`src/hw/pms_defs.svh`:
```
// Constants for the serial management slave: offsets, fields, resets, frame lengths.
// Assumes inclusion by its bare name from the design and bench files.
`ifndef PMS_DEFS_SVH
`define PMS_DEFS_SVH
`define PMS_REG_INT_CTRL     5'h1b
`define PMS_REG_CTRL1        5'h16
`define PMS_REG_CTRL2        5'h1f
`define PMS_BCAST_OFF_BIT    9
`define PMS_INT_LEVEL_BIT    9
`define PMS_PREAMBLE_BITS    6'h20
`define PMS_START_CODE       2'h1
`define PMS_OP_READ          2'h2
`define PMS_OP_WRITE         2'h1
`define PMS_DATA_BITS        5'h10
`define PMS_CTRL1_RESET      16'h0000
`define PMS_CTRL2_RESET      16'h0000
`define PMS_INT_EN_RESET     8'h00
`define PMS_STALL_CYCLES     8'h18
`endif

```
`src/hw/pms_pkg.sv`:
```
// Types for the serial management slave.
// Assumes the constants header sits beside it.
package pms_pkg;
    typedef enum logic [2:0] {
        PMS_IDLE = 3'b000,
        PMS_HEAD = 3'b001,
        PMS_TA   = 3'b010,
        PMS_DATA = 3'b011,
        PMS_SKIP = 3'b100
    } pms_state_t;

    typedef struct packed {
        logic [1:0]  mdc_sync;
        logic [1:0]  mdio_sync;
        logic        mdc_prev;
        logic        rst_seen;
        logic [2:0]  unit_addr;
        logic        bcast_strap;
        pms_state_t  state;
        logic [5:0]  ones_cnt;
        logic [4:0]  bit_cnt;
        logic [13:0] head;
        logic [15:0] shift;
        logic        is_read;
        logic [4:0]  reg_addr;
        logic        mdio_oe_n;
        logic        mdio_out;
        logic [15:0] ctrl1;
        logic [15:0] ctrl2;
        logic [7:0]  int_en;
        logic [7:0]  int_flags;
        logic        irq_level;
        logic [2:0]  strap_sync;
        logic        bcast_sync;
        logic [1:0]  strap_wait;
        logic        wr_stb;
        logic [7:0]  stall_cnt;
    } pms_st_t;
endpackage

```
`src/hw/pms_mgmt_slave.sv`:
```
// Serial management slave with interrupt register and interrupt pin.
// Assumes MDC and MDIO arrive asynchronously and core_clk is far faster than MDC.
`timescale 1ns/1ps
`include "pms_defs.svh"

// Behaviour
// - Answer own strapped address and broadcast address 0 by default.
// - Broadcast address 0 reads or writes; writes accepted by all devices.
// - Strap or control bit 9 of 16h turns address 0 into ordinary address.
// - Unit address taken from three straps sampled at reset release.
// - All registers 16 bits; 0 to 8 standard, higher ones vendor.
// - Frame opens with 32 ones, start 01, opcode 10 read or 01 write.
// - Address 00AAA, register, turnaround, 16 data bits; line idles released.
// - Interrupt register upper byte holds per-condition enables.
// - Interrupt register lower byte holds per-condition status flags.
// - Reading the interrupt register clears its status flags; flags set by events in the clearing cycle stay set.
// - Interrupt pin active low after reset; bit 9 of 1Fh selects high.
// - Enabled status update asserts the interrupt pin.
module pms_mgmt_slave (
    // Clock and reset
    input  wire logic        core_clk,
    input  wire logic        arst_n,
    // Management link
    input  wire logic        mdc,
    input  wire logic        mdio_in,
    output logic             mdio_out,
    output logic             mdio_oe_n,
    // Straps
    input  wire logic [2:0]  unit_address_strap,
    input  wire logic        broadcast_disable_strap,
    // Interrupt sources and pin
    input  wire logic [7:0]  int_events,
    output logic             irq_out_pin,
    // Standard and vendor register data to and from the rest of the device
    input  wire logic [15:0] ext_rd_data,
    output logic [4:0]       ext_addr,
    output logic [15:0]      ext_wr_data,
    output logic             ext_wr_stb
);
    import pms_pkg::*;

    pms_st_t     s_reg;
    pms_st_t     s_next;
    logic        rise;
    logic        addr_hit;
    logic [15:0] rd_word;
    logic        wr_now;
    logic        clr_flags;
    logic [13:0] head_in;
    logic [1:0]  hdr_start;
    logic [1:0]  hdr_op;
    logic [4:0]  hdr_phy;
    logic [4:0]  hdr_reg;
    logic        own_hit;
    logic        bcast_hit;
    logic        op_ok;

    always_comb begin
        s_next    = s_reg;
        s_next.wr_stb = 1'b0;
        wr_now    = 1'b0;
        clr_flags = 1'b0;
        rd_word   = ext_rd_data;
        s_next.mdc_sync  = {s_reg.mdc_sync[0], mdc};
        s_next.mdio_sync = {s_reg.mdio_sync[0], mdio_in};
        s_next.mdc_prev  = s_reg.mdc_sync[1];
        rise = s_reg.mdc_sync[1] & ~s_reg.mdc_prev;
        // Header fields as they stand once this bit is in
        head_in   = {s_reg.head[12:0], s_reg.mdio_sync[1]};
        hdr_start = head_in[13:12];
        hdr_op    = head_in[11:10];
        hdr_phy   = head_in[9:5];
        hdr_reg   = head_in[4:0];
        own_hit   = (hdr_phy[4:3] == 2'h0) && (hdr_phy[2:0] == s_reg.unit_addr);
        bcast_hit = (hdr_phy == 5'h00) && !s_reg.bcast_strap &&
                    !s_reg.ctrl1[`PMS_BCAST_OFF_BIT];
        addr_hit  = own_hit || bcast_hit;
        op_ok     = (hdr_start == `PMS_START_CODE) &&
                    ((hdr_op == `PMS_OP_READ) || (hdr_op == `PMS_OP_WRITE));
        // Straps pass two flops, then stay frozen
        s_next.strap_sync = unit_address_strap;
        s_next.bcast_sync = broadcast_disable_strap;
        if (!s_reg.rst_seen) begin
            s_next.strap_wait  = s_reg.strap_wait + 2'h1;
            s_next.unit_addr   = s_reg.strap_sync;
            s_next.bcast_strap = s_reg.bcast_sync;
            if (s_reg.strap_wait == 2'h1) begin
                s_next.rst_seen = 1'b1;
            end
        end
        // Register read mux
        unique case (s_reg.reg_addr)
            `PMS_REG_INT_CTRL: rd_word = {s_reg.int_en, s_reg.int_flags};
            `PMS_REG_CTRL1:    rd_word = s_reg.ctrl1;
            `PMS_REG_CTRL2:    rd_word = s_reg.ctrl2;
            default:           rd_word = ext_rd_data;
        endcase
        if (rise) begin
            unique case (s_reg.state)
                PMS_IDLE: begin
                    if (s_reg.mdio_sync[1]) begin
                        if (s_reg.ones_cnt != `PMS_PREAMBLE_BITS) begin
                            s_next.ones_cnt = s_reg.ones_cnt + 6'h01;
                        end
                    end else begin
                        if (s_reg.ones_cnt == `PMS_PREAMBLE_BITS) begin
                            s_next.state   = PMS_HEAD;
                            s_next.bit_cnt = 5'h01;
                            s_next.head    = 14'h0000;
                        end
                        s_next.ones_cnt = 6'h00;
                    end
                end
                PMS_HEAD: begin
                    s_next.head    = {s_reg.head[12:0], s_reg.mdio_sync[1]};
                    s_next.bit_cnt = s_reg.bit_cnt + 5'h01;
                    if (s_reg.bit_cnt == 5'h0d) begin
                        s_next.reg_addr = hdr_reg;
                        s_next.is_read  = (hdr_op == `PMS_OP_READ);
                        s_next.bit_cnt  = 5'h00;
                        if (!op_ok) begin
                            s_next.state = PMS_IDLE;
                        end else if (addr_hit) begin
                            s_next.state = PMS_TA;
                        end else begin
                            s_next.state = PMS_SKIP;
                        end
                    end
                end
                PMS_TA: begin
                    s_next.bit_cnt = s_reg.bit_cnt + 5'h01;
                    if (s_reg.bit_cnt == 5'h00 && s_reg.is_read) begin
                        s_next.mdio_oe_n = 1'b0;
                        s_next.mdio_out  = 1'b0;
                        s_next.shift     = rd_word;
                        if (s_reg.reg_addr == `PMS_REG_INT_CTRL) begin
                            clr_flags = 1'b1;
                        end
                    end
                    if (s_reg.bit_cnt == 5'h01) begin
                        s_next.state   = PMS_DATA;
                        s_next.bit_cnt = 5'h00;
                        if (s_reg.is_read) begin
                            s_next.mdio_out = s_reg.shift[15];
                            s_next.shift    = {s_reg.shift[14:0], 1'b0};
                        end
                    end
                end
                PMS_DATA: begin
                    s_next.bit_cnt = s_reg.bit_cnt + 5'h01;
                    if (s_reg.is_read) begin
                        s_next.mdio_out = s_reg.shift[15];
                        s_next.shift    = {s_reg.shift[14:0], 1'b0};
                    end else begin
                        s_next.shift = {s_reg.shift[14:0], s_reg.mdio_sync[1]};
                    end
                    if (s_reg.bit_cnt == `PMS_DATA_BITS - 5'h01) begin
                        s_next.state     = PMS_IDLE;
                        s_next.ones_cnt  = 6'h00;
                        s_next.mdio_oe_n = 1'b1;
                        s_next.mdio_out  = 1'b0;
                        wr_now           = !s_reg.is_read;
                    end
                end
                PMS_SKIP: begin
                    s_next.bit_cnt = s_reg.bit_cnt + 5'h01;
                    if (s_reg.bit_cnt == `PMS_DATA_BITS + 5'h01) begin
                        s_next.state    = PMS_IDLE;
                        s_next.ones_cnt = 6'h00;
                    end
                end
                default: begin
                    s_next.state = PMS_IDLE;
                end
            endcase
        end
        if (wr_now) begin
            unique case (s_reg.reg_addr)
                `PMS_REG_INT_CTRL: s_next.int_en = s_next.shift[15:8];
                `PMS_REG_CTRL1:    s_next.ctrl1  = s_next.shift;
                `PMS_REG_CTRL2:    s_next.ctrl2  = s_next.shift;
                default:           s_next.wr_stb = 1'b1;
            endcase
        end
        // Abandon a frame whose clock has stopped; slow clocks must keep rise-to-rise periods short
        if (rise || s_reg.state == PMS_IDLE) begin
            s_next.stall_cnt = 8'h00;
        end else if (s_reg.stall_cnt == `PMS_STALL_CYCLES) begin
            s_next.state     = PMS_IDLE;
            s_next.ones_cnt  = 6'h00;
            s_next.mdio_oe_n = 1'b1;
            s_next.mdio_out  = 1'b0;
            s_next.stall_cnt = 8'h00;
        end else begin
            s_next.stall_cnt = s_reg.stall_cnt + 8'h01;
        end
        // Event sets win over the read clear
        s_next.int_flags = (clr_flags ? 8'h00 : s_reg.int_flags) | int_events;
        s_next.irq_level = |(s_next.int_flags & s_next.int_en);
    end

    always_ff @(posedge core_clk or negedge arst_n) begin
        if (!arst_n) begin
            s_reg <= '{state: PMS_IDLE, mdio_oe_n: 1'b1, ctrl1: `PMS_CTRL1_RESET,
                       ctrl2: `PMS_CTRL2_RESET, int_en: `PMS_INT_EN_RESET, default: '0};
        end else begin
            s_reg <= s_next;
        end
    end

    always_comb begin
        mdio_out    = s_reg.mdio_out;
        mdio_oe_n   = s_reg.mdio_oe_n;
        irq_out_pin = s_reg.irq_level ~^ s_reg.ctrl2[`PMS_INT_LEVEL_BIT];
        ext_addr    = s_reg.reg_addr;
        ext_wr_data = s_reg.shift;
        ext_wr_stb  = s_reg.wr_stb;
    end
endmodule

```
`config.mk`:
```
export PLATFORM = sky130hd
export DESIGN_NAME = pms_mgmt_slave
export DESIGN_NICKNAME = d
export VERILOG_FILES = /design/src/hw/pms_pkg.sv /design/src/hw/pms_mgmt_slave.sv
export VERILOG_INCLUDE_DIRS = /design/src /design/src/hw
export SDC_FILE = /design/constraint.sdc
export NUM_CORES = 1
export LEC_CHECK = 0
export BUFFER_PORTS_ARGS = -buffer_cell sky130_fd_sc_hd__clkbuf_2
export CORE_MARGIN = 10
export CORE_UTILIZATION = 60
export DETAILED_ROUTE_END_ITERATION = 10
export PLACE_DENSITY = 0.9
export SLEW_MARGIN = 5
export SYNTH_ARGS = -nofsm -noshare
export SYNTH_HDL_FRONTEND = slang
export SYNTH_SLANG_ARGS = --single-unit
```
`constraint.sdc`:
```
create_clock -name core_clk -period 3.3 [get_ports core_clk]
set_input_delay 0.66 -clock core_clk [delete_from_list [all_inputs] [get_ports core_clk]]
set_output_delay 0.66 -clock core_clk [all_outputs]
set_load 0.01 [all_outputs]
```
### Word-level counts from Yosys, hierarchy flattened

Cells that the tools add are included.

| storage, ports and cells | value |
|---|---|
| RAM bits | 0 |
| bits in registers | 126 |
| output and inout port bits | 25 |
| logic and storage cells | 133 |
| bits in latches | 0 |
| memories | 0 |
| bits in read-only memories | 0 |

| operators by class | value |
|---|---|
| bitwise gates (word level) | 5 |
| order comparisons | 0 |
| shift operators | 0 |
| multiply operators | 0 |
| mux-type cells | 53 |
| divide/modulo/power cells | 0 |
| eq/ne operators | 21 |
| add/subtract/negate cells | 4 |
| reduce and logical (&&, ||, !) cells | 25 |

Operators with widths:

| cell | count |
|---|---|
| $mux 52 | 1 |
| $mux 16 | 3 |
| $pmux 16 s3 | 1 |
| $mux 8 | 5 |
| $mux 19 | 2 |
| $mux 9 | 4 |
| $pmux 16 s2 | 1 |
| $pmux 14 s2 | 1 |
| $mux 6 | 4 |
| $eq 5x5->1 const B | 4 |
| $pmux 5 s4 | 1 |
| $mux 3 | 6 |
| $pmux 6 s3 | 1 |
| $mux 5 | 3 |
| $pmux 3 s5 | 1 |
| $mux 1 | 14 |
| $eq 5x4->1 const B | 2 |
| $logic_not 5->1 | 2 |
| $add 8x1->8 const B | 1 |
| $and 8x8->8 | 1 |
| $eq 8x5->1 const B | 1 |
| $mux 2 | 4 |
| $or 8x8->8 | 1 |
| $reduce_and 4->1 | 2 |
| other kinds (29) | 42 |

### Longest topological paths before layout

| depth | value |
|---|---|
| word-level depth | 13 |
| mapped depth | 10 |

### Least setup slack after synthesis

No wires, ideal clock.

| timing path | value |
|---|---|
| path type | register -> register |
| start point | register s_reg[102] in the netlist's numbering |
| end point | register s_reg[15] in the netlist's numbering |
| setup time | 0.136 ns |
| clock period less this slack | 2.498 ns |
| data arrival time | 2.362 ns |
| buffers on the path | 0 |
| setup slack | 0.802 ns |
| cell stages (with the launch flop) | 9 |
| required time | 3.164 ns |
| cell sequence | dfrtp_1 -> ha_1 -> and3_1 -> ha_1 -> nand3b_1 -> nor4_4 -> mux2_2 -> a222oi_1 -> nand4b_1 |

RTL lines:

| item | RTL line | RTL |
|---|---|---|
| start: declaration | pms_mgmt_slave.sv:42 | `pms_st_t s_reg;` |
| start signal: assignment | pms_mgmt_slave.sv:204 | `` s_reg <= '{state: PMS_IDLE, mdio_oe_n: 1'b1, ctrl1: `PMS_CTRL1_RESET, `` |
| start signal: assignment | pms_mgmt_slave.sv:207 | `s_reg <= s_next;` |

==> run metrics <==
DRC Markers=0; syn_area_per_cell=between 10 and 15 sq um; TritonCTS buffer count=17; Routed WL per cell=roughly 21 um; Max-Cap Viols=0; Die H=~120 um; critical-path cell list=ha_1 > and3_1 > ha_1 > nand3b_1 > nor4_4 > mux2_2 > a222oi_1 > nand4b_1; Area growth syn-to-layout=14.9%; post-synthesis instance total=about 580; sequential power share=0.403; count of input and output buffers=56; antenna cells=0; slack of the worst reg-to-reg path=approximately 0.25 ns; Core Box Area=about 0.010 sq mm; crit share post-route=0.923; minimum clock period=3.05 ns; post-route cell area=0.00718 sq mm; commonest non-fill, non-tap cell in the layout=dfrtp_1; placed cell area=0.00654 sq mm; commonest non-fill, non-tap cells in the layout=dfrtp_1, clkbuf_2, mux2_2, o21ai_0, nand2_1; Tightest Pin Transition=1.08 ns; Post-CTS Setup Bufs=0; Yosys reg bits=~130; Mapped Nets=about 620; Post-synth EDFFs=0; ys flop type=dfrtp_1; worst path required time=between 3 and 4 ns; I/O pin count=57; layout cells sized above 1=0.266; First-pass DRT Iterations=7; vias in the first global route=between 5,000 and 6,000; cell area after synthesis=roughly 0.0062 sq mm; Pleak=3.23 nW; initial antenna violation count=0; first-pass GRT wire length=25,900 um; Clock power frac=0.448; GPL Wtd Cong=~0.91; fmax=approximately 330 MHz; origin of the critical flop-to-flop path=s_reg[102]; Worst Setup EP=s_reg[15]; fill cell count=around 660; post-route ant nets=0; hpwl dp=about 11,000 um; Peak VDD IR=0.778 mV; post-layout util=0.702; total routed wirelength=between 15,000 and 20,000 um; Final Skew=approximately 0.010 ns; grt total ovfl=0; Yosys warnings=0; initial DRC count=approximately 800; via count=between 5,000 and 6,000; CP Launch Point=s_reg[102]; Cell variety after synth=between 60 and 70; Clock Sinks=~130; hold-fix buffers at CTS=0; Clk Latency, worst-skew pair=roughly 0.54 ns; # rows=37; clock tree buffer depth=2; Psw=approximately 1.2 mW; max-slew violations=0; Worst slew margin=0.274; chip width=122 um; H-tree depth=4; type of the worst setup path=register to register; Critical Path Sink Type=register; outcome=complete, no violations; Die ar.=~0.015 sq mm; initial core utilization=0.610; root buffer cell=clkbuf_8; CTS tree=built; R2R cell count=8; WP data arrival=roughly 3.4 ns; min-delay worst type=primary input to asynchronous set/reset pin; Post-synth ARST share=1.00; FF-to-FF End=s_reg[15]; RSZ-0062 raised after global routing=false; P per Cell Area=roughly 630 mW/mm^2; crit-path max cell delay=roughly 0.62 ns; internal cell power=between 3 and 4 mW; GRT Total Usage=0.221; Crit Path Max Fanout=10; most frequent cell on the critical path=ha_1; # setup viols final=0; max FFs per register=84; Crit-path slowest cell=nor4_4; switching share of total power=0.272; CP startpoint kind=register; combinational power share=0.149; sequential fraction of the synthesis area=0.501; setup TNS=0 ns; largest net degree at the start of global routing=64; post-CTS resize count=0; via/cell ratio=6.65; Final Hold Fails=0; final net count=around 660; Reg clk slew, reported paths=about 0.060 ns
cell type report:
type	count	area (sq um)	area share
clock inverters	10	188	0.0261
multi-input cells	367	2710	0.378
repair buffers	70	400	0.0558
flip-flops and latches	125	3130	0.436
well taps	136	170	0.0237
clock buffers	21	449	0.0626
inverters	35	131	0.0183
cell families after synthesis:
kind of cell | Yosys count | synth area share
muxes | 56 | 0.100
adders and majority gates | 10 | 0.0200
xor gates and xnor gates | 11 | 0.0154
AOI/OAI and AO/OA | 135 | 0.157
DFF | 125 | 0.501
and+or+nand+nor | 155 | 0.138
buffers and inverters | 85 | 0.0673
per-layer routing:
metal,track usage,vias to the layer above,part of all wire
li1,-,2181,-
met1,0.268,2513,0.38
met2,0.355,332,0.48
met3,0.0578,55,0.097
met4,0.115,0,0.034
met5,0,-,0
through the flow:
stage | instances | setup slack (ns) | power, mW | hold WS, ns
2_1_floorplan | 577 | 0.802 | 2.27 | 0.331
3_3_place_gp | 733 | 0.590 | 2.44 | 0.333
3_5_place_dp | 733 | 0.458 | 2.49 | 0.336
4_1_cts | 764 | 0.309 | 4.50 | 0.225
5_1_grt | 764 | 0.149 | 4.67 | 0.227
6_report | 764 | 0.254 | 4.50 | 0.231
how the worst min path moves through the flow:
| stage | from | endpoint | slack (ns) | cells past startpoint |
|---|---|---|---|---|
| 2_1_floorplan | s_next[123] | hdr_reg[0] | 0.33 | 0 |
| 3_3_place_gp | s_next[123] | hdr_reg[0] | 0.33 | 0 |
| 3_5_place_dp | s_next[123] | hdr_reg[0] | 0.34 | 0 |
| 4_1_cts | mdc | s_next[125] | 0.22 | 1 |
| 5_1_grt | mdc | s_next[125] | 0.23 | 1 |
| 6_report | arst_n | s_reg[63] | 0.23 | 1 |
critical path: cells and delay by family (launching register included):
| family | cells | cell delay (ns) |
|---|---|---|
| DFF | 1 | 0.44 |
| muxes | 1 | 0.44 |
| AOI/OAI and AO/OA | 1 | 0.42 |
| and+or+nand+nor | 4 | 1.16 |
| adders and majority gates | 2 | 0.46 |
Yosys cell counts, types with 3 or more instances:
cell | number | area (sq um)
nand2b_1 | 6 | 37.5
clkbuf_1 | 13 | 48.8
xnor2_1 | 8 | 70.1
ha_1 | 10 | 125
o21ai_0 | 41 | 205
a22o_1 | 5 | 43.8
a21o_1 | 8 | 60.1
nand4bb_1 | 3 | 33.8
o221ai_2 | 6 | 90.1
inv_1 | 35 | 131
nor2b_1 | 3 | 18.8
and3_1 | 7 | 43.8
a22oi_1 | 5 | 37.5
nor2_1 | 28 | 105
buf_1 | 5 | 18.8
xor2_1 | 3 | 26.3
mux2_2 | 53 | 597
a31oi_1 | 7 | 43.8
nand4b_1 | 3 | 26.3
o21a_1 | 4 | 30.0
o22ai_1 | 3 | 18.8
buf_4 | 22 | 165
nor3_1 | 8 | 40.0
mux2i_1 | 3 | 30.0
o211ai_1 | 6 | 45.0
nand3_1 | 20 | 100
o221ai_1 | 5 | 43.8
dfrtp_1 | 124 | 3100
nand4_1 | 17 | 106
a21oi_1 | 12 | 60.1
nand2_1 | 36 | 135
nor3b_1 | 5 | 37.5
nand3b_1 | 3 | 22.5
a222oi_1 | 15 | 150
buf_2 | 9 | 45.0
power by group through the flow:
stage | combinational, mW | sequential, mW | clock (mW)
floorplan | 0.473 | 1.80 | 0
global placement | 0.612 | 1.83 | 0
detailed placement | 0.649 | 1.84 | 0
CTS | 0.666 | 1.81 | 2.03
global route | 0.751 | 1.84 | 2.09
finish | 0.670 | 1.82 | 2.02
No activity file was read; power rests on OpenSTA's default activity.
